## config.mk

```make
export PLATFORM = sky130hd
export DESIGN_NAME = usbr_ep0_responder
export DESIGN_NICKNAME = d
export VERILOG_FILES = /design/src/logic/usbr_pkg.sv /design/src/logic/usbr_desc_rom.sv /design/src/logic/usbr_str_mem.sv /design/src/logic/usbr_ep0_responder.sv
export SDC_FILE = /design/constraint.sdc
export NUM_CORES = 1
export LEC_CHECK = 0
export BUFFER_PORTS_ARGS = -buffer_cell sky130_fd_sc_hd__buf_2
export CORE_MARGIN = 3
export CORE_UTILIZATION = 25
export CTS_BUF_LIST = sky130_fd_sc_hd__clkbuf_8 sky130_fd_sc_hd__clkbuf_16
export DETAILED_ROUTE_END_ITERATION = 7
export PLACE_DENSITY_LB_ADDON = 0.2
export SYNTH_ARGS = -nofsm -noshare
export SYNTH_HDL_FRONTEND = slang
export SYNTH_HIERARCHICAL = 1
export SYNTH_SLANG_ARGS = --single-unit
```

## constraint.sdc

```tcl
create_clock -name mclk -period 5.5 [get_ports mclk]
set_clock_uncertainty 0.15 [all_clocks]
set_input_delay 0.55 -clock mclk [delete_from_list [all_inputs] [get_ports mclk]]
set_output_delay 0.55 -clock mclk [all_outputs]
set_load 0.01 [all_outputs]
```

## src/logic/usbr_pkg.sv

```systemverilog
// constants and types for the endpoint 0 standard request responder
// assumes one 20 MHz clock and a setup decoder that hands over whole setup packets
package usbr_pkg;
  typedef struct packed {
    logic [7:0]  reqType;
    logic [7:0]  request;
    logic [15:0] value;
    logic [15:0] index;
    logic [15:0] length;
  } usbr_setup_t;

  typedef enum logic [3:0] {
    ST_IDLE  = 4'b0001,
    ST_FETCH = 4'b0010,
    ST_LOAD  = 4'b0100,
    ST_SHOW  = 4'b1000
  } usbr_state_t;

  typedef enum logic [1:0] {SRC_ROM = 2'h0, SRC_STR = 2'h1, SRC_REG = 2'h2} usbr_src_t;

  // ----------------------------------------------------------------
  // request encodings
  // ----------------------------------------------------------------
  localparam logic [7:0]  RT_DEV_IN   = 8'h80;
  localparam logic [7:0]  RT_IF_IN    = 8'h81;
  localparam logic [7:0]  RT_EP_IN    = 8'h82;
  localparam logic [7:0]  RT_DEV_OUT  = 8'h00;
  localparam logic [7:0]  RT_EP_OUT   = 8'h02;
  localparam logic [7:0]  RQ_STATUS   = 8'h00;
  localparam logic [7:0]  RQ_CLR_FEAT = 8'h01;
  localparam logic [7:0]  RQ_SET_FEAT = 8'h03;
  localparam logic [7:0]  RQ_GET_DESC = 8'h06;
  localparam logic [7:0]  RQ_GET_CFG  = 8'h08;
  localparam logic [7:0]  RQ_GET_IF   = 8'h0A;
  localparam logic [15:0] FEAT_WAKEUP = 16'h0001;
  localparam logic [15:0] FEAT_HALT   = 16'h0000;
  localparam logic [15:0] LANG_INDEX  = 16'h0904;
  localparam logic [7:0]  DT_DEVICE   = 8'h01;
  localparam logic [7:0]  DT_CONFIG   = 8'h02;
  localparam logic [7:0]  DT_STRING   = 8'h03;
  localparam logic [7:0]  EP_CTRL_OUT = 8'h00;
  localparam logic [7:0]  EP_CTRL_IN  = 8'h80;
  localparam logic [7:0]  EP_BULK_IN  = 8'h81;
  localparam logic [7:0]  EP_BULK_OUT = 8'h02;
  localparam logic [7:0]  EP_INTR_IN  = 8'h83;

  // ----------------------------------------------------------------
  // descriptor image layout and lengths
  // ----------------------------------------------------------------
  localparam logic [6:0] ROM_DEV_BASE  = 7'h00;
  localparam logic [6:0] ROM_CFG_BASE  = 7'h12;
  localparam logic [6:0] ROM_LANG_BASE = 7'h39;
  localparam logic [6:0] ROM_VID_LO    = 7'h08;
  localparam logic [6:0] ROM_PID_HI    = 7'h0B;
  localparam logic [6:0] ROM_MAX_PWR   = 7'h1A;
  localparam logic [6:0] ROM_POLL      = 7'h38;
  localparam logic [7:0] LEN_DEVICE    = 8'h12;
  localparam logic [7:0] LEN_CONFIG    = 8'h27;
  localparam logic [7:0] LEN_LANG      = 8'h04;
  localparam logic [7:0] LEN_STR_MAX   = 8'h20;
  localparam logic [7:0] LEN_STATUS    = 8'h02;
  localparam logic [7:0] LEN_ONE       = 8'h01;
  localparam logic [7:0] STR_SLOTS     = 8'h60;
  localparam logic [15:0] RELEASE_ID   = 16'h0210; // arbitrary value

  // ----------------------------------------------------------------
  // register port map and reset values
  // ----------------------------------------------------------------
  localparam logic [7:0] REG_MAX_PWR = 8'h00;
  localparam logic [7:0] REG_POLL    = 8'h01;
  localparam logic [7:0] REG_STATUS  = 8'h02;
  localparam logic [7:0] REG_STR_BASE = 8'h80;
  localparam logic [7:0] RST_MAX_PWR = 8'h32;
  localparam logic [7:0] RST_POLL    = 8'h0A;
endpackage

```

## src/logic/usbr_desc_rom.sv

```systemverilog
// fixed descriptor image: device, configuration set and language list
// assumes the caller patches the programmable and loaded bytes
module usbr_desc_rom (
  // clock
  input  wire logic       mclk,
  // read port
  input  wire logic [5:0] rdAddr,
  output logic      [7:0] rdData
);
  logic [7:0] romByte;

  always_comb begin
    case (rdAddr)
      6'h00: romByte = 8'h12;
      6'h01: romByte = 8'h01;
      6'h02: romByte = 8'h10;
      6'h03: romByte = 8'h01;
      6'h04: romByte = 8'hFF;
      6'h05: romByte = 8'h00;
      6'h06: romByte = 8'hFF;
      6'h07: romByte = 8'h08;
      6'h0C: romByte = usbr_pkg::RELEASE_ID[7:0];
      6'h0D: romByte = usbr_pkg::RELEASE_ID[15:8];
      6'h0E: romByte = 8'h01;
      6'h0F: romByte = 8'h02;
      6'h10: romByte = 8'h03;
      6'h11: romByte = 8'h01;
      6'h12: romByte = 8'h09;
      6'h13: romByte = 8'h02;
      6'h14: romByte = 8'h27;
      6'h16: romByte = 8'h01;
      6'h19: romByte = 8'hE0;
      // interface: one interface, three endpoints, vendor class
      6'h1B: romByte = 8'h09;
      6'h1C: romByte = 8'h04;
      6'h1F: romByte = 8'h03;
      6'h20: romByte = 8'hFF;
      6'h24: romByte = 8'h07;
      6'h25: romByte = 8'h05;
      6'h26: romByte = 8'h81;
      6'h27: romByte = 8'h02;
      6'h28: romByte = 8'h40;
      6'h2B: romByte = 8'h07;
      6'h2C: romByte = 8'h05;
      6'h2D: romByte = 8'h02;
      6'h2E: romByte = 8'h02;
      6'h2F: romByte = 8'h40;
      6'h32: romByte = 8'h07;
      6'h33: romByte = 8'h05;
      6'h34: romByte = 8'h83;
      6'h35: romByte = 8'h03;
      6'h36: romByte = 8'h08;
      6'h39: romByte = 8'h04;
      6'h3A: romByte = 8'h03;
      6'h3B: romByte = 8'h09;
      6'h3C: romByte = 8'h04;
      default: romByte = 8'h00;
    endcase
  end

  always_ff @(posedge mclk) begin
    rdData <= romByte;
  end

  a_rom_dev_head: assert property (@(posedge mclk) rdAddr == 6'h00 |=> rdData == 8'h12)
    else $error("device descriptor does not start with length 12");
endmodule

```

## src/logic/usbr_str_mem.sv

```systemverilog
// string text memory, written by software, read by the responder
// assumes one write and one read port on the same clock
module usbr_str_mem (
  // clock
  input  wire logic       mclk,
  // write port
  input  wire logic       wrEn,
  input  wire logic [6:0] wrAddr,
  input  wire logic [7:0] wrData,
  // read port
  input  wire logic [6:0] rdAddr,
  output logic      [7:0] rdData
);
  logic [7:0] mem [0:95];

  // no reset on contents: the text is loaded by software before use
  always_ff @(posedge mclk) begin
    if (wrEn) begin
      mem[wrAddr] <= wrData;
    end
    rdData <= mem[rdAddr];
  end
endmodule

```

## src/logic/usbr_ep0_responder.sv

```systemverilog
// answers standard control requests on endpoint 0
// assumes setup packets, token notices and bus strobes come from logic on mclk
module usbr_ep0_responder (
  // clock and reset
  input  wire logic                      mclk,
  input  wire logic                      resetn,
  // setup packets
  input  wire logic                      setupValid,
  input  wire usbr_pkg::usbr_setup_t     setupPkt,
  // data stage bytes
  input  wire logic                      txReady,
  output logic                           txValid_ff,
  output logic                    [7:0]  txData_ff,
  output logic                           txLast_ff,
  // setup outcome
  output logic                           ctrlAck_ff,
  output logic                           ctrlStall_ff,
  // data tokens
  input  wire logic                      tokValid,
  input  wire logic               [1:0]  tokEp,
  output logic                           tokStall_ff,
  // identifiers from the configuration memory loader
  input  wire logic                      idLoad,
  input  wire logic               [15:0] idVendor,
  input  wire logic               [15:0] idProduct,
  // register port
  input  wire logic               [7:0]  regAddr,
  input  wire logic               [7:0]  regWdata,
  input  wire logic                      regWr,
  input  wire logic                      regRd,
  output logic                    [7:0]  regRdata_ff
);
  // ----------------------------------------------------------------
  // state
  // ----------------------------------------------------------------
  usbr_pkg::usbr_state_t state_ff;
  usbr_pkg::usbr_src_t   src_ff;
  logic [6:0]  base_ff;
  logic [7:0]  idx_ff;
  logic [7:0]  txLen_ff;
  logic [15:0] regVal_ff;
  logic [3:0]  stall_ff;
  logic        wakeup_ff;
  logic        idLoaded_ff;
  logic [15:0] vid_ff;
  logic [15:0] pid_ff;
  logic [7:0]  maxPwr_ff;
  logic [7:0]  intrPollPeriodSetting_ff;
  logic [7:0]  strLen_ff [0:2];
  logic [7:0]  romData;
  logic [7:0]  strData;

  function automatic logic [7:0] min8(input logic [7:0] a, input logic [7:0] b);
    min8 = (a < b) ? a : b;
  endfunction

  // ----------------------------------------------------------------
  // setup decode
  // ----------------------------------------------------------------
  wire [7:0] rt      = setupPkt.reqType;
  wire [7:0] rq      = setupPkt.request;
  wire [7:0] dType   = setupPkt.value[15:8];
  wire [7:0] dIdx    = setupPkt.value[7:0];
  wire [7:0] epIdx   = setupPkt.index[7:0];
  wire [1:0] epNum   = setupPkt.index[1:0];
  wire       epKnown = epIdx == usbr_pkg::EP_CTRL_OUT || epIdx == usbr_pkg::EP_CTRL_IN
                    || epIdx == usbr_pkg::EP_BULK_IN || epIdx == usbr_pkg::EP_BULK_OUT
                    || epIdx == usbr_pkg::EP_INTR_IN;
  wire isDevStat = rt == usbr_pkg::RT_DEV_IN && rq == usbr_pkg::RQ_STATUS;
  wire isIfStat  = rt == usbr_pkg::RT_IF_IN && rq == usbr_pkg::RQ_STATUS;
  wire isEpStat  = rt == usbr_pkg::RT_EP_IN && rq == usbr_pkg::RQ_STATUS && epKnown;
  wire isGetDesc = rt == usbr_pkg::RT_DEV_IN && rq == usbr_pkg::RQ_GET_DESC;
  wire isDevDesc = isGetDesc && dType == usbr_pkg::DT_DEVICE;
  wire isCfgDesc = isGetDesc && dType == usbr_pkg::DT_CONFIG;
  wire isLang    = isGetDesc && dType == usbr_pkg::DT_STRING && dIdx == 8'h00;
  wire isStr     = isGetDesc && dType == usbr_pkg::DT_STRING && dIdx >= 8'h01 && dIdx <= 8'h03
                && setupPkt.index == usbr_pkg::LANG_INDEX;
  wire isGetCfg  = rt == usbr_pkg::RT_DEV_IN && rq == usbr_pkg::RQ_GET_CFG;
  wire isGetIf   = rt == usbr_pkg::RT_IF_IN && rq == usbr_pkg::RQ_GET_IF;
  wire isWakeClr = rt == usbr_pkg::RT_DEV_OUT && rq == usbr_pkg::RQ_CLR_FEAT
                && setupPkt.value == usbr_pkg::FEAT_WAKEUP;
  wire isWakeSet = rt == usbr_pkg::RT_DEV_OUT && rq == usbr_pkg::RQ_SET_FEAT
                && setupPkt.value == usbr_pkg::FEAT_WAKEUP;
  wire isHaltClr = rt == usbr_pkg::RT_EP_OUT && rq == usbr_pkg::RQ_CLR_FEAT
                && setupPkt.value == usbr_pkg::FEAT_HALT;
  wire isHaltSet = rt == usbr_pkg::RT_EP_OUT && rq == usbr_pkg::RQ_SET_FEAT
                && setupPkt.value == usbr_pkg::FEAT_HALT;
  wire isRegSrc  = isDevStat || isIfStat || isEpStat || isGetCfg || isGetIf;
  wire isIn      = isRegSrc || isDevDesc || isCfgDesc || isLang || isStr;
  wire isNoData  = isWakeClr || isWakeSet || isHaltClr || isHaltSet;
  wire [1:0] strSlot = dIdx[1:0] - 2'd1;

  // ----------------------------------------------------------------
  // answer length and source
  // ----------------------------------------------------------------
  wire [7:0] natLen = isDevDesc ? usbr_pkg::LEN_DEVICE :
                      isCfgDesc ? usbr_pkg::LEN_CONFIG :
                      isLang    ? usbr_pkg::LEN_LANG :
                      isStr     ? strLen_ff[strSlot] :
                      (isGetCfg || isGetIf) ? usbr_pkg::LEN_ONE :
                      usbr_pkg::LEN_STATUS;
  // lengths above 255 saturate: no answer here is that long
  wire [7:0] reqLen = (setupPkt.length[15:8] != 8'h00) ? 8'hFF : setupPkt.length[7:0];
  wire [7:0] nxt_txLen = min8(natLen, reqLen);
  wire usbr_pkg::usbr_src_t nxt_src = isStr ? usbr_pkg::SRC_STR :
                                      isRegSrc ? usbr_pkg::SRC_REG : usbr_pkg::SRC_ROM;
  wire [6:0] nxt_base = isStr ? {strSlot, 5'h00} :
                        isCfgDesc ? usbr_pkg::ROM_CFG_BASE :
                        isLang ? usbr_pkg::ROM_LANG_BASE : usbr_pkg::ROM_DEV_BASE;
  wire [15:0] nxt_regVal = isDevStat ? {14'h0000, wakeup_ff, 1'b1} :
                           isEpStat ? {15'h0000, stall_ff[epNum]} :
                           16'h0000;
  wire setupTake = setupValid && state_ff == usbr_pkg::ST_IDLE;

  // ----------------------------------------------------------------
  // byte assembly
  // ----------------------------------------------------------------
  wire [6:0] memAddr = base_ff + idx_ff[6:0];
  wire [6:0] romPos  = memAddr;
  wire [7:0] romPatched =
      (romPos == usbr_pkg::ROM_VID_LO)        ? vid_ff[7:0]  :
      (romPos == usbr_pkg::ROM_VID_LO + 7'd1) ? vid_ff[15:8] :
      (romPos == usbr_pkg::ROM_PID_HI - 7'd1) ? pid_ff[7:0]  :
      (romPos == usbr_pkg::ROM_PID_HI)        ? pid_ff[15:8] :
      (romPos == usbr_pkg::ROM_MAX_PWR)       ? maxPwr_ff :
      (romPos == usbr_pkg::ROM_POLL)          ? intrPollPeriodSetting_ff : romData;
  wire [7:0] strByte = (idx_ff == 8'h00) ? txLen_ff :
                       (idx_ff == 8'h01) ? usbr_pkg::DT_STRING : strData;
  wire [7:0] strLenHdr = strLen_ff[base_ff[6:5]];
  wire [7:0] strFirst  = (idx_ff == 8'h00) ? strLenHdr : strByte;
  wire [7:0] nxt_byte = (src_ff == usbr_pkg::SRC_STR) ? strFirst :
                        (src_ff == usbr_pkg::SRC_REG) ? (idx_ff[0] ? regVal_ff[15:8] : regVal_ff[7:0]) :
                        romPatched;
  wire lastByte = idx_ff == txLen_ff - 8'd1;
  wire byteTaken = state_ff == usbr_pkg::ST_SHOW && txReady;

  usbr_desc_rom u_rom (
    .mclk   (mclk),
    .rdAddr (memAddr[5:0]),
    .rdData (romData)
  );

  // ----------------------------------------------------------------
  // register port decode
  // ----------------------------------------------------------------
  wire strWr = regWr && regAddr[7] && regAddr[6:0] < usbr_pkg::STR_SLOTS[6:0];
  wire strHdrWr = strWr && regAddr[4:0] == 5'h00;
  wire [7:0] hdrLen = min8(regWdata, usbr_pkg::LEN_STR_MAX);
  wire [7:0] nxt_rdata = (regAddr == usbr_pkg::REG_MAX_PWR) ? maxPwr_ff :
                         (regAddr == usbr_pkg::REG_POLL) ? intrPollPeriodSetting_ff :
                         (regAddr == usbr_pkg::REG_STATUS) ? {2'b00, idLoaded_ff, wakeup_ff, stall_ff} :
                         8'h00;

  usbr_str_mem u_str (
    .mclk   (mclk),
    .wrEn   (strWr),
    .wrAddr (regAddr[6:0]),
    .wrData (regWdata),
    .rdAddr (memAddr),
    .rdData (strData)
  );

  // ----------------------------------------------------------------
  // request sequencer
  // ----------------------------------------------------------------
  always_ff @(posedge mclk) begin
    if (!resetn) begin
      state_ff     <= usbr_pkg::ST_IDLE;
      src_ff       <= usbr_pkg::SRC_ROM;
      base_ff      <= 7'h00;
      idx_ff       <= 8'h00;
      txLen_ff     <= 8'h00;
      regVal_ff    <= 16'h0000;
      txValid_ff   <= 1'b0;
      txData_ff    <= 8'h00;
      txLast_ff    <= 1'b0;
      ctrlAck_ff   <= 1'b0;
      ctrlStall_ff <= 1'b0;
    end else begin
      ctrlAck_ff   <= setupTake && (isNoData || (isIn && nxt_txLen == 8'h00));
      ctrlStall_ff <= setupTake && !isNoData && !isIn;
      case (state_ff)
        usbr_pkg::ST_IDLE: begin
          if (setupTake && isIn && nxt_txLen != 8'h00) begin
            src_ff    <= nxt_src;
            base_ff   <= nxt_base;
            idx_ff    <= 8'h00;
            txLen_ff  <= nxt_txLen;
            regVal_ff <= nxt_regVal;
            state_ff  <= usbr_pkg::ST_FETCH;
          end
        end
        usbr_pkg::ST_FETCH: begin
          state_ff <= usbr_pkg::ST_LOAD;
        end
        usbr_pkg::ST_LOAD: begin
          txData_ff  <= nxt_byte;
          txLast_ff  <= lastByte;
          txValid_ff <= 1'b1;
          state_ff   <= usbr_pkg::ST_SHOW;
        end
        usbr_pkg::ST_SHOW: begin
          if (txReady) begin
            txValid_ff <= 1'b0;
            txLast_ff  <= 1'b0;
            idx_ff     <= idx_ff + 8'd1;
            state_ff   <= lastByte ? usbr_pkg::ST_IDLE : usbr_pkg::ST_FETCH;
          end
        end
        default: state_ff <= usbr_pkg::ST_IDLE;
      endcase
    end
  end

  // ----------------------------------------------------------------
  // feature flags, identifiers, settings
  // ----------------------------------------------------------------
  always_ff @(posedge mclk) begin
    if (!resetn) begin
      stall_ff    <= 4'h0;
      wakeup_ff   <= 1'b0;
      tokStall_ff <= 1'b0;
      idLoaded_ff <= 1'b0;
      vid_ff      <= 16'h0000;
      pid_ff      <= 16'h0000;
    end else begin
      if (setupTake && isHaltSet) begin
        stall_ff[epNum] <= 1'b1;
      end else if (setupTake && isHaltClr) begin
        stall_ff[epNum] <= 1'b0;
      end
      if (setupTake && isWakeSet) begin
        wakeup_ff <= 1'b1;
      end else if (setupTake && isWakeClr) begin
        wakeup_ff <= 1'b0;
      end
      tokStall_ff <= tokValid && stall_ff[tokEp];
      if (idLoad) begin
        vid_ff      <= idVendor;
        pid_ff      <= idProduct;
        idLoaded_ff <= 1'b1;
      end
    end
  end

  always_ff @(posedge mclk) begin
    if (!resetn) begin
      maxPwr_ff                <= usbr_pkg::RST_MAX_PWR;
      intrPollPeriodSetting_ff <= usbr_pkg::RST_POLL;
      regRdata_ff              <= 8'h00;
      strLen_ff[0]             <= 8'h00;
      strLen_ff[1]             <= 8'h00;
      strLen_ff[2]             <= 8'h00;
    end else begin
      regRdata_ff <= regRd ? nxt_rdata : 8'h00;
      if (regWr && regAddr == usbr_pkg::REG_MAX_PWR) begin
        maxPwr_ff <= regWdata;
      end
      if (regWr && regAddr == usbr_pkg::REG_POLL) begin
        intrPollPeriodSetting_ff <= regWdata;
      end
      // a string slot's first byte holds its descriptor length
      if (strHdrWr) begin
        strLen_ff[regAddr[6:5]] <= hdrLen;
      end
    end
  end

  // ----------------------------------------------------------------
  // checks
  // ----------------------------------------------------------------
  a_halt_set_flag: assert property (@(posedge mclk) disable iff (!resetn)
    setupTake && isHaltSet |=> stall_ff[$past(epNum)])
    else $error("endpoint stall flag not set");
  a_halt_clr_flag: assert property (@(posedge mclk) disable iff (!resetn)
    setupTake && isHaltClr |=> !stall_ff[$past(epNum)])
    else $error("endpoint stall flag not cleared");
  a_wake_set_flag: assert property (@(posedge mclk) disable iff (!resetn)
    setupTake && isWakeSet |=> wakeup_ff && ctrlAck_ff)
    else $error("remote wakeup not set and acknowledged");
  a_wake_clr_flag: assert property (@(posedge mclk) disable iff (!resetn)
    setupTake && isWakeClr |=> !wakeup_ff)
    else $error("remote wakeup not cleared");
  a_dev_desc_len: assert property (@(posedge mclk) disable iff (!resetn)
    setupTake && isDevDesc && setupPkt.length >= 16'h0012 |=> txLen_ff == 8'h12)
    else $error("device descriptor length wrong");
  a_cfg_desc_len: assert property (@(posedge mclk) disable iff (!resetn)
    setupTake && isCfgDesc |=> txLen_ff <= 8'h27 && txLen_ff <= $past(reqLen))
    else $error("configuration answer too long");
  a_tok_stall_ans: assert property (@(posedge mclk) disable iff (!resetn)
    tokValid && stall_ff[tokEp] |=> tokStall_ff)
    else $error("stalled endpoint token not answered with stall");
  a_status_first: assert property (@(posedge mclk) disable iff (!resetn)
    setupTake && isEpStat && nxt_txLen != 8'h00 |-> ##3 txValid_ff && txData_ff == {7'h00, stall_ff[epNum]})
    else $error("endpoint status byte wrong");
  a_iface_zero: assert property (@(posedge mclk) disable iff (!resetn)
    setupTake && isGetIf && setupPkt.length != 16'h0000 |-> ##3 txValid_ff && txData_ff == 8'h00 && txLast_ff)
    else $error("alternate setting byte wrong");
endmodule

```

Yosys cells after proc, flatten, opt, wreduce, memory -nomap -nowiden

Memory sizes are Yosys's and may differ from the RTL's. A register that Yosys moved wholly into a read port is not among the register bits.
Index checks and enable logic that the tools add are counted.

Register bits: 120
Latch bits: 0
RAM bits: 792
Bits in read-only memories: 512
Bits of input ports: 122
Output and inout bits: 21
Word-level logic and storage cells: 214
Memories kept: 3

Add/sub/neg operators: 4
Multiply operators: 0
Div/mod/pow operators: 0
$lt $le $gt $ge: 8
Eq/ne operators: 36
Shift-type cells: 0
Muxes and demuxes: 60
Bitwise operators: 3
Reduce and logical (&&, ||, !) cells: 80

Memory list:

| memory          | words | width | rd ports | clocked after Yosys merged registers in | wr ports | line                     | text |
|---|---|---|---|---|---|---|---|
| u_str.mem       | 96    | 8     | 1        | 1                                       | 1        | usbr_str_mem.sv:14       | `logic [7:0] mem [0:95];` |
| (no name shown) | 64    | 8     | 1        | 1                                       | 0        | usbr_desc_rom.sv:13      | `case (rdAddr)` |
| strLen_ff       | 3     | 8     | 2        | 1                                       | 3        | usbr_ep0_responder.sv:49 | `logic [7:0] strLen_ff [0:2];` |

Operators with widths:

| cell                                                              | number |
|---|---|
| two-way mux 8 bit                                                 | 23 |
| zero test 8 bit                                                   | 7 |
| == test 8 x 2 -> 1 bit, second input constant                     | 6 |
| == test 8 bit, second input constant                              | 6 |
| logical AND 1 bit                                                 | 40 |
| == test 8 x 1 -> 1 bit, second input constant                     | 4 |
| == test 7 x 4 -> 1 bit, second input constant                     | 4 |
| two-way mux 6 bit                                                 | 3 |
| logical OR 1 bit                                                  | 17 |
| == test 16 x 1 -> 1 bit, second input constant                    | 1 |
| == test 16 x 12 -> 1 bit, second input constant                   | 1 |
| == test 8 x 4 -> 1 bit, second input constant                     | 2 |
| zero test 16 bit                                                  | 1 |
| two-way mux 2 bit                                                 | 8 |
| two-way mux 4 bit                                                 | 4 |
| one-hot mux 4 bit (4 select lines)                                | 1 |
| one-hot mux 8 bit (2 select lines)                                | 1 |
| nonzero test 8 bit                                                | 2 |
| two-way mux 1 bit                                                 | 14 |
| adder 8 x 1 -> 8 bit, second input constant                       | 1 |
| == test 8 x 3 -> 1 bit, second input constant                     | 1 |
| == test 8 bit                                                     | 1 |
| greater-or-equal comparator 8 x 1 -> 1 bit, second input constant | 1 |
| <= comparator 8 x 2 -> 1 bit, second input constant               | 1 |
| other kinds (31)                                                  | 41 |

Depth between registers and ports, before layout

Gate-level depths: netlist of run 1.

Depth in word-level cells: 18
Gate-level depth with buffers: 20
Mapped depth without buffers: 17

Cells and area by module

The synthesis of run 1 kept the hierarchy.

Modules (own cells, without submodules):

| module             | times used | cells an instance | area each (um^2) | sequential area each (um^2) |
|---|---|---|---|---|
| usbr_str_mem       | 1          | 1,437             | 30,067.6         | 23,222.3 |
| usbr_ep0_responder | 1          | 905               | 8,051.5          | 3,083.0 |
| usbr_desc_rom      | 1          | 99                | 775.7            | 160.2 |

Least setup slack after synthesis of run 1

Ideal clock, no wire load.

Kind: input port to flip-flop
From: input setupPkt[32] in the netlist's numbering
To: register txLen_ff[1]
Library setup time: 0.116 ns
Arrival: 4.106 ns
Required time: 5.234 ns
Slack: 1.128 ns
Stages: 17
Buffers on the path: 2
Cells stage by stage: buf_2 inv_1 ha_1 buf_2 mux4_2 nor4b_1 o21ai_0 inv_1 ha_1 nand3_1 a21oi_1 or2_2 a211o_1 o21ai_1 mux2_2 mux2i_1 nor2b_1

Longest elaborated chain between the ends: 13
Elaborated cells on any way between the ends: 21
Classes of those cells: add/sub: 1; order compare: 3; mux: 5; reduce/logical: 11; memory: 1

Ends and longest elaborated chain:

| item                                       | line                      | text |
|---|---|---|
| start, declared                            | usbr_ep0_responder.sv:9   | `input wire usbr_pkg::usbr_setup_t setupPkt,` |
| greater-or-equal comparator 8 x 1 -> 1 bit | usbr_ep0_responder.sv:76  | `wire isStr = isGetDesc && dType == usbr_pkg::DT_STRING && dIdx >= 8'h01 && dIdx <= 8'h03` |
| logical AND 1 bit (2 in a row)             | usbr_ep0_responder.sv:76  |  |
| logical AND 1 bit                          | usbr_ep0_responder.sv:77  | `&& setupPkt.index == usbr_pkg::LANG_INDEX;` |
| two-way mux 8 bit                          | usbr_ep0_responder.sv:99  | `isStr ? strLen_ff[strSlot] :` |
| two-way mux 8 bit                          | usbr_ep0_responder.sv:98  | `isLang ? usbr_pkg::LEN_LANG :` |
| two-way mux 8 bit                          | usbr_ep0_responder.sv:97  | `isCfgDesc ? usbr_pkg::LEN_CONFIG :` |
| two-way mux 8 bit                          | usbr_ep0_responder.sv:96  | `wire [7:0] natLen = isDevDesc ? usbr_pkg::LEN_DEVICE :` |
| less-than comparator 8 bit                 | usbr_ep0_responder.sv:54  | `min8 = (a < b) ? a : b;` |
| two-way mux 8 bit                          | usbr_ep0_responder.sv:54  |  |
| nonzero test 8 bit                         | usbr_ep0_responder.sv:184 | `if (setupTake && isIn && nxt_txLen != 8'h00) begin` |
| logical AND 1 bit                          | usbr_ep0_responder.sv:184 |  |
| AND reduction 2 bit (no line)              | n/a                       |  |
| end signal, assigned                       | usbr_ep0_responder.sv:188 | `txLen_ff <= nxt_txLen;` |
| end, declared                              | usbr_ep0_responder.sv:40  | `logic [7:0] txLen_ff;` |

Several ways; a longest one is shown, not always the timed one.
A chain may end at the register's enable or synchronous reset.

Worst setup path in the final report of run 1

From: register idx_ff[0]
To: register u_str.rdData[2], read port of u_str.mem

Longest elaborated chain between the ends: 1

Ends and longest elaborated chain:

| item                   | line                      | text |
|---|---|---|
| start, declared        | usbr_ep0_responder.sv:39  | `logic [7:0] idx_ff;` |
| start signal, assigned | usbr_ep0_responder.sv:206 | `idx_ff <= idx_ff + 8'd1;` |
| adder 7 bit            | usbr_ep0_responder.sv:118 | `wire [6:0] memAddr = base_ff + idx_ff[6:0];` |
| via memAddr[2]         | usbr_ep0_responder.sv:118 |  |
| end, declared          | usbr_str_mem.sv:12        | `output logic [7:0] rdData` |

The timed path passes the listed nets, and every way through them passes these cells.

==> results of run 1 <==
-- per-layer routing --
layer,share of wire,wire length (um),vias up,global-route usage
met5,0.00058,65,-,0
met4,0.025,2790,10,0.0343
met1,0.46,51600,11900,0.194
met3,0.060,6810,182,0.0300
met2,0.46,51500,695,0.217
li1,-,-,10200,-
-- synthesized netlist by cell type (8+ instances only) --
| master | count | share of area |
|---|---|---|
| a211oi_1 | 12 | 0.0023 |
| a21boi_0 | 14 | 0.0027 |
| a21oi_1 | 62 | 0.0080 |
| a221oi_1 | 9 | 0.0020 |
| a22o_1 | 8 | 0.0018 |
| a22oi_1 | 36 | 0.0069 |
| a31oi_1 | 14 | 0.0023 |
| and2_1 | 16 | 0.0026 |
| and3_1 | 10 | 0.0016 |
| buf_1 | 8 | 0.00077 |
| buf_2 | 33 | 0.0042 |
| buf_4 | 19 | 0.0037 |
| clkbuf_1 | 62 | 0.0060 |
| dfxtp_1 | 122 | 0.063 |
| edfxtp_1 | 800 | 0.62 |
| ha_1 | 29 | 0.0093 |
| inv_1 | 47 | 0.0045 |
| mux2_2 | 13 | 0.0038 |
| mux2i_1 | 116 | 0.030 |
| mux4_2 | 195 | 0.11 |
| nand2_1 | 155 | 0.015 |
| nand2b_1 | 21 | 0.0034 |
| nand3_1 | 71 | 0.0091 |
| nand4_1 | 10 | 0.0016 |
| nor2_1 | 181 | 0.017 |
| nor2b_1 | 75 | 0.012 |
| nor3_1 | 40 | 0.0051 |
| nor4_1 | 14 | 0.0023 |
| o211ai_1 | 11 | 0.0021 |
| o21a_1 | 8 | 0.0015 |
| o21ai_0 | 45 | 0.0058 |
| o221ai_1 | 11 | 0.0025 |
| o22ai_1 | 27 | 0.0043 |
| o31ai_1 | 13 | 0.0025 |
| or2_2 | 8 | 0.0013 |
| or4_1 | 10 | 0.0019 |
| xnor2_1 | 12 | 0.0027 |
| xor2_1 | 8 | 0.0018 |
-- what timing repair did --
action,4_1_cts,5_1_grt
endpoints found under the hold margin,32,0
hold buffers,33,0
buffers inserted,0,0
-- cell families after synthesis --
family	synth area share
other cells	0.0000964
xor+xnor	0.00450
flops	0.680
mux	0.147
buf+inv	0.0214
fa+ha+maj	0.00984
simple gates	0.0808
compound gates	0.0564
-- power groups by stage --
stage	combinational [mW]	sequential (mW)	clock, mW
2_1_floorplan	0.118	7.79	0
3_3_place_gp	0.333	7.80	0
3_5_place_dp	0.343	7.80	0
4_1_cts	0.362	7.65	6.76
5_1_grt	0.389	7.65	7.02
6_report	0.353	7.65	6.57
-- final timing paths --
path	startpoint	to	slack, ps	cells after the start
max	idx_ff[0]$_SDFFE_PN0P_	u_str/rdData[2]$_DFF_P_	750	11
min reg2reg	idLoaded_ff$_SDFFE_PN0P_	idLoaded_ff$_SDFFE_PN0P_	320	1
max reg2reg	idx_ff[0]$_SDFFE_PN0P_	u_str/rdData[2]$_DFF_P_	750	11
min	idVendor[11]	vid_ff[11]$_SDFFE_PN0P_	50	3
-- area by class of cell --
| cell class | count | share of cell area |
|---|---|---|
| Antenna cell | 3 | 0.000163 |
| Clock buffer | 105 | 0.0559 |
| Clock inverter | 76 | 0.0133 |
| Inverter | 49 | 0.00398 |
| Multi-Input combinational cell | 1356 | 0.254 |
| Sequential cell | 922 | 0.573 |
| Tap cell | 2044 | 0.0554 |
| Timing Repair Buffer | 289 | 0.0437 |
-- flip-flops by register name, summed over array words and instances, names as in the netlist, 5 cells and up, named ones only --
register / count
base_ff: 5
txLen_ff: 8
txData_ff: 8
u_rom/rdData: 8
u_str/rdData: 8
pid_ff: 16
strLen_ff: 32
u_str/mem: 768
regRdata_ff: 8
maxPwr_ff: 8
idx_ff: 8
intrPollPeriodSetting_ff: 8
vid_ff: 16
-- cells in the final DEF (no fill, tap or decap), types with 16 or more instances in the layout --
cell and count:
edfxtp_1 800, mux4_2 195, nor2_1 181, nand2_1 155, buf_2 134, dfxtp_1 122
mux2i_1 116, buf_4 114, clkbuf_16 101, nor2b_1 75, nand3_1 71, inv_1 68
a21oi_1 62, o21ai_0 45, nor3_1 36, a22oi_1 36, dlygate4sd3_1 33, ha_1 28
o22ai_1 27, clkinv_1 24, nand2b_1 21, clkinv_2 17, and2_1 16, conb_1 16
-- metrics by stage --
stage	setup WS [ps]	total power, mW
after global routing	658	15.1
after floorplan	1130	7.91
final	755	14.6
after global placement	577	8.13
after CTS	708	14.8
after detailed placement	392	8.14
-- critical path: stages, from the launching register on --
cell and delay [ps]:
dfxtp_1 450, ha_4 250, fa_4 490, xor2_4 790, buf_12 310, buf_4 280, mux2i_1 140, a22oi_1 190
a21oi_1 140, a2111oi_0 950, buf_4 250, a211o_1 220
==> run metrics, run 1 <==
Resized Gates After CTS=0; Clock power frac=0.451; vias after detailed routing=22900; Post-Layout Cell Count=4844; fin area=0.0462 mm2; Yosys reg bits=922; prevailing post-synth register cell=edfxtp_1; later-pin clock latency in the skew report=690 ps; vias in the first global route=23800; Max Buffers Root-to-Sink=3; CP Max Fanout=25; Final Net Count=2868; Setup TNS Final=0 ps; Final min period=4750 ps; DR vias/cell=4.73; cell area after synthesis=0.0389 mm2; placed inst area=0.0426 mm2; Slew Limit Headroom=0.106; Synth cell types=81; DIE WIDTH=400 um; Worst Tran Pin Value=1320 ps; first-pass GRT wire length=166000 um; placed cell count=4627; fraction of layout cells with a size suffix above 1=0.226; final core utilization=0.299; Sink Count=922; Area Overhead vs Synth=18.7%; CTS Buf Count=98; arrival time worst endpoint=5190 ps; RSZ-0062 raised after global routing=no; Total Wirelength=113000 um; Worst Hold Class=input pin to flip-flop; Layout fillers=15400; number of flops mapped to enable cells by yosys=800; Worst EP required=5940 ps; Final Hold Violating Endpoints=0; Comb power frac=0.024; internal power=11.5 mW; switching part of the total=0.208; Pwr Density=316 mW/mm2; CTS tree=built; largest net degree at the start of global routing=75; CTS HTree Levels=3; Final HPWL DP=76800 um; Overall Global Routing Usage=0.138; Tcrit/Tclk final=0.863; DRT iter0 DRCs=2100; Synth warnings=6; Mean Syn Cell Area=15.9 um2; Setup crit start kind=flip-flop; Setup CP Type=flip-flop to flip-flop; input/output buffers=142; worst vdd ir=0.000222 V; P_leak=14.8 nW; max-cap viol count=0; antenna violations before repair=9; Worst Hold Slack=48.2 ps; gate count of the mapped netlist=2441; sequential cell area fraction in the yosys report=0.680; register area=0.0265 mm2; Sequential Power Share=0.525; status=completed; Switch Pwr=3.03 mW; FP Rows=144; Multi-input gate area=0.0117 mm2; Final setup viols=0; grt total ovfl=0; Initial Util=0.252; DR pass1 iterations=7; ANT nets after route=0; die height=400 um; Core Box Area=0.154 mm2; gp weighted congestion=0.838; DRC Markers=0; crit end category=flip-flop; fmax=211 MHz; Die Footprint=0.160 mm2; average wire per standard cell=23.3 um; ys async rst share=0; Root Buffer=clkbuf_16; clock-pin slew on the worst setup and hold paths=60 ps; # IOs=143; fin. max-slew vios=0
Note: power is estimated with default switching activity, not from simulation.
==> inputs of run 2 (changes only) <==
CORE_ASPECT_RATIO = 1.5   (was unset)
==> run metrics, run 2 (same netlist as run 1, synthesis figures left out) <==
setup slack at placement=658 ps; CP Cell Sequence=ha_4 -> fa_4 -> buf_12 -> nor2_1 -> a221oi_1 -> a221oi_1 -> a221oi_1 -> a211o_1; final core utilization=0.298; DR vias/cell=4.69; later-pin clock latency in the skew report=680 ps; Root Buffer=clkbuf_16; CTS HTree Levels=3; WL met3=4580 um; diodes inserted=0; RSZ-0062 raised after global routing=no; Worst Tran Pin Value=1230 ps; M1 wire length=43800 um; Resized Gates After CTS=0; CTS tree=built; Overall Global Routing Usage=0.139; max reg flops=768; antenna violations before repair=3; Biggest register=u_str/mem; Setup crit start kind=flip-flop; DIE WIDTH=328 um; Final HPWL DP=76000 um; max-cap viol count=0; Top delay family on crit path=compound AO/OA/AOI/OAI gates; Setup TNS Final=0 ps; Worst EP required=5880 ps; input/output buffers=142; top routing layer in use=met5; vias in the first global route=23800; die height=489 um; worst vdd ir=0.000219 V; Core Box Area=0.154 mm2; Final Hold Violating Endpoints=0; fmax=221 MHz; Setup CP Type=flip-flop to flip-flop; P_leak=14.6 nW; Tcrit/Tclk final=0.822; fin. max-slew vios=0; # IOs=143; final setup margin=978 ps; DR pass1 iterations=6; Clock power frac=0.434; max incr delay on CP=990 ps; Sequential Power Share=0.541; average wire per standard cell=23.4 um; switching part of the total=0.210; largest net degree at the start of global routing=92; vias after detailed routing=22600; Final min period=4520 ps; Initial Util=0.253; Pwr Density=309 mW/mm2; first-pass GRT wire length=164000 um; internal power=11.2 mW; CP Buf/Inv Count=1; arrival time worst endpoint=4910 ps; most used cell, CP=a221oi_1; gp weighted congestion=0.834; CP Max Fanout=39; Worst Hold Class=input pin to flip-flop; Comb power frac=0.025; crit path launch=idx_ff[0]$_SDFFE_PN0P_; grt total ovfl=0; clock-pin slew on the worst setup and hold paths=60 ps; DRT iter0 DRCs=1651; Max Buffers Root-to-Sink=3; ANT nets after route=0; CTS Buf Count=92; commonest non-fill, non-tap cell in the layout=edfxtp_1; FP Rows=176; Total Wirelength=113000 um; Final Net Count=2847; Final setup viols=0; Sink Count=922; most frequent cells in the layout=edfxtp_1, mux4_2, nor2_1, nand2_1, buf_2; Largest regs=u_str/mem x768, strLen_ff x32; crit end category=flip-flop; met2 wire length=60400 um; Die Footprint=0.160 mm2; FF-to-FF Start=idx_ff[0]$_SDFFE_PN0P_; DRC Markers=0; Area Overhead vs Synth=17.8%; Slew Limit Headroom=0.179; Slowest-stage cell, CP=fa_4; hold path startpoint=idProduct[5]; Layout fillers=15300; fraction of layout cells with a size suffix above 1=0.221; status=completed; Tot Pwr=14.1 mW; Switch Pwr=2.97 mW
[run 2: changes by cell type in the layout (fill, tap and decap cells not counted), sizes merged, moves of 3 or more]
cell      change
clkinvlp      +4
diode         -3
inv           +4
buf          -16
bufinv        -3
clkinv        -7
clkbuf        -9
[run 2: worst min-delay path: stages]
cell and delay [ps]:
buf_2 110, mux2i_1 70, nor2b_1 100
[run 2: per-stage QoR]
stage / instance area, um2 / cells / hold WS (ps)
global route: 45800 / 4818 / 38.8
floorplan: 39000 / 2456 / 278
global placement: 42500 / 4614 / 290
detailed placement: 42500 / 4614 / 304
CTS: 45800 / 4818 / 0.819
finish: 45800 / 4818 / 56.8
[run 2: power by group through the flow]
stage	logic, mW	registers, mW	clock network [mW]
floorplan	0.118	7.79	0
global placement	0.327	7.80	0
detailed placement	0.339	7.80	0
CTS	0.358	7.65	6.35
global route	0.384	7.65	6.63
finish	0.348	7.65	6.14
[run 2: metal layers]
metal,GRT usage,vias up
li1,-,10100
met3,0.0180,168
met5,0,-
met4,0.0514,4
met2,0.261,582
met1,0.160,11700
[run 2: path summary, 6_finish.rpt]
| check | endpoint | slack [ps] | depth (start not counted) |
|---|---|---|---|
| worst max-delay path | u_str/rdData[2]$_DFF_P_ | 980 | 8 |
| worst min-delay path | pid_ff[5]$_SDFFE_PN0P_ | 60 | 3 |
| worst max register to register | u_str/rdData[2]$_DFF_P_ | 980 | 8 |
| worst min register to register | idLoaded_ff$_SDFFE_PN0P_ | 320 | 1 |
[run 2: area by class of cell]
type                       instances  area, um2  area share
clock buffer                      96       2370      0.0517
clock inverter                    74        573      0.0125
inverter                          49        184     0.00401
multi-input combinational       1356      11800       0.257
sequential                       922      26500       0.577
tap                             2047       2560      0.0559
timing repair buffer             274       1920      0.0419
[run 2: timing repair]
item / CTS / global route
buffers inserted: 0 / 0
hold buffers: 34 / 0
endpoints found under the hold margin: 40 / 0
==> inputs of run 3 (changes only) <==
clock period = 4.4 ns   (was 5.5 ns; I/O delays follow)
==> run metrics, run 3 (same netlist as run 1, synthesis figures left out) <==
FP Rows=176; Worst Hold Slack=76.8 ps; Final setup viols=0; M1 wire length=45000 um; DR vias/cell=4.70; CTS HTree Levels=3; Max Buffers Root-to-Sink=3; DRT iter0 DRCs=1619; first-pass GRT wire length=167000 um; worst vdd ir=0.000280 V; Total Wirelength=114000 um; max reg flops=768; fin. max-slew vios=0; crit end category=flip-flop; most used cell, CP=nand2_1; commonest non-fill, non-tap cell in the layout=edfxtp_1; Tcrit/Tclk final=0.941; R2R setup slack=530 ps; setup slack at placement=-140 ps; max incr delay on CP=530 ps; fmax=242 MHz; vias in the first global route=24100; Die Footprint=0.160 mm2; antenna violations before repair=4; crit path launch=setupPkt[49]; Largest regs=u_str/mem x768, strLen_ff x32; Layout fillers=15200; CTS tree=built; grt total ovfl=0; Overall Global Routing Usage=0.140; later-pin clock latency in the skew report=670 ps; P_leak=15.2 nW; R2R depth=14; # Post-CTS Setup Buffers=0; Critical Path Sink=idx_ff[1]$_SDFFE_PN0P_; vias after detailed routing=23100; status=completed; gp weighted congestion=0.851; Worst Tran Pin Value=1110 ps; FF-to-FF Start=strLen_ff[1][2]$_SDFFCE_PN0P_; max-cap viol count=0; DRC Markers=0; die height=489 um; input/output buffers=142; WL met3=4810 um; Pwr Density=386 mW/mm2; ANT nets after route=0; Final min period=4140 ps; final setup margin=259 ps; arrival time worst endpoint=4610 ps; Worst Hold Class=input pin to flip-flop; largest net degree at the start of global routing=77; Final HPWL DP=78600 um; CP Cell Sequence=dlygate4sd3_1 -> buf_2 -> nor4bb_1 -> nand2_1 -> or4_1 -> nor2_2 -> nand2_1 -> inv_1 -> ha_1 -> a21oi_1 -> o21ai_0 -> or2_2 -> a211oi_1 -> nand4_1 -> o2111a_1 -> buf_4 -> o31ai_1 -> and2_1; CTS Buf Count=94; CP Max Fanout=19; Sink Count=922; Final Net Count=2949; Worst EP required=4870 ps; top routing layer in use=met5; average wire per standard cell=23.2 um; Setup CP Type=input pin to flip-flop; Biggest register=u_str/mem; Core Box Area=0.154 mm2; Setup crit start kind=input pin; Area Overhead vs Synth=20.2%; Slowest-stage cell, CP=dlygate4sd3_1; met2 wire length=60000 um; Initial Util=0.253; Root Buffer=clkbuf_16; most frequent cells in the layout=edfxtp_1, mux4_2, buf_4, nor2_1, nand2_1; fraction of layout cells with a size suffix above 1=0.246; DR pass1 iterations=5; Slew Limit Headroom=0.254; RSZ-0062 raised after global routing=no; # IOs=143; FF-to-FF End=idx_ff[1]$_SDFFE_PN0P_; Final Hold Violating Endpoints=0; clock-pin slew on the worst setup and hold paths=70 ps; DIE WIDTH=328 um
[run 3: cell count changes in the layout (fill, tap and decap cells not counted), moves of 3 or more]
cell / change
clkbuf_8: -3
clkbuf_16: +3
nor3_2: -6
dlygate4sd3_1: +4
inv_1: -5
clkinv_1: +3
bufinv_16: +4
buf_4: +94
nor3_1: +6
clkinv_2: -7
[run 3: final cells by class]
cell class,count,area [um2],area share
Antenna cell,1,2.50,0.0000535
Timing Repair Buffer,374,2710,0.0579
Inverter,49,184,0.00393
Clock buffer,96,2400,0.0514
Clock inverter,75,696,0.0149
Tap cell,2047,2560,0.0548
Multi-Input combinational cell,1356,11700,0.251
Sequential cell,922,26500,0.566
[run 3: repair_timing]
action                     4_1_cts  5_1_grt
hold buffers                    38        0
hold endpoints to repair        64        0
setup endpoints to repair        0        6
resized for setup                0        1
[run 3: per-layer routing]
metal / up-vias / GRT usage
met5: - / 0
met4: 4 / 0.0557
li1: 10300 / -
met2: 657 / 0.258
met1: 12000 / 0.164
met3: 151 / 0.0182
[run 3: worst min path at each step]
stage                                   startpoint                          to  slack (ps)  cells past startpoint
after CTS                               setupValid       ctrlAck_ff$_SDFF_PN0_          20                      4
after floorplan           idLoaded_ff$_SDFFE_PN0P_    idLoaded_ff$_SDFFE_PN0P_         280                      1
after global routing                   regWdata[5]  u_str/mem[79][5]$_DFFE_PP_          70                      1
final                                   setupValid       ctrlAck_ff$_SDFF_PN0_          80                      4
after global placement    idLoaded_ff$_SDFFE_PN0P_    idLoaded_ff$_SDFFE_PN0P_         290                      1
after detailed placement  idLoaded_ff$_SDFFE_PN0P_    idLoaded_ff$_SDFFE_PN0P_         300                      1
[run 3: per-stage QoR]
stage	TNS [ps]	cell area (um2)	std cells	power (mW)	utilization
4_1_cts	0	46700	4919	18.3	0.304
2_1_floorplan	0	39000	2456	9.89	-
5_1_grt	0	46700	4920	18.7	0.304
3_5_place_dp	-1180	43300	4710	10.2	0.281
6_report	0	46700	4920	18.0	0.304
3_3_place_gp	-1470	43300	4710	10.2	0.281
[run 3: critical path, delay by kind of cell]
family	cells	cell delay (ps)
adder cells (fa/ha/maj)	1	250
AND/OR/NAND/NOR	8	1870
AO/OA/AOI/OAI	5	1090
buffers and inverters	4	950
[run 3: where the power goes]
group	total, mW	internal (mW)	leakage (nW)	switching [mW]
logic	0.458	0.154	5.43	0.305
registers	9.56	9.54	8.20	0.0247
clock network	8.02	4.58	1.56	3.44
total	18.0	14.3	15.2	3.77
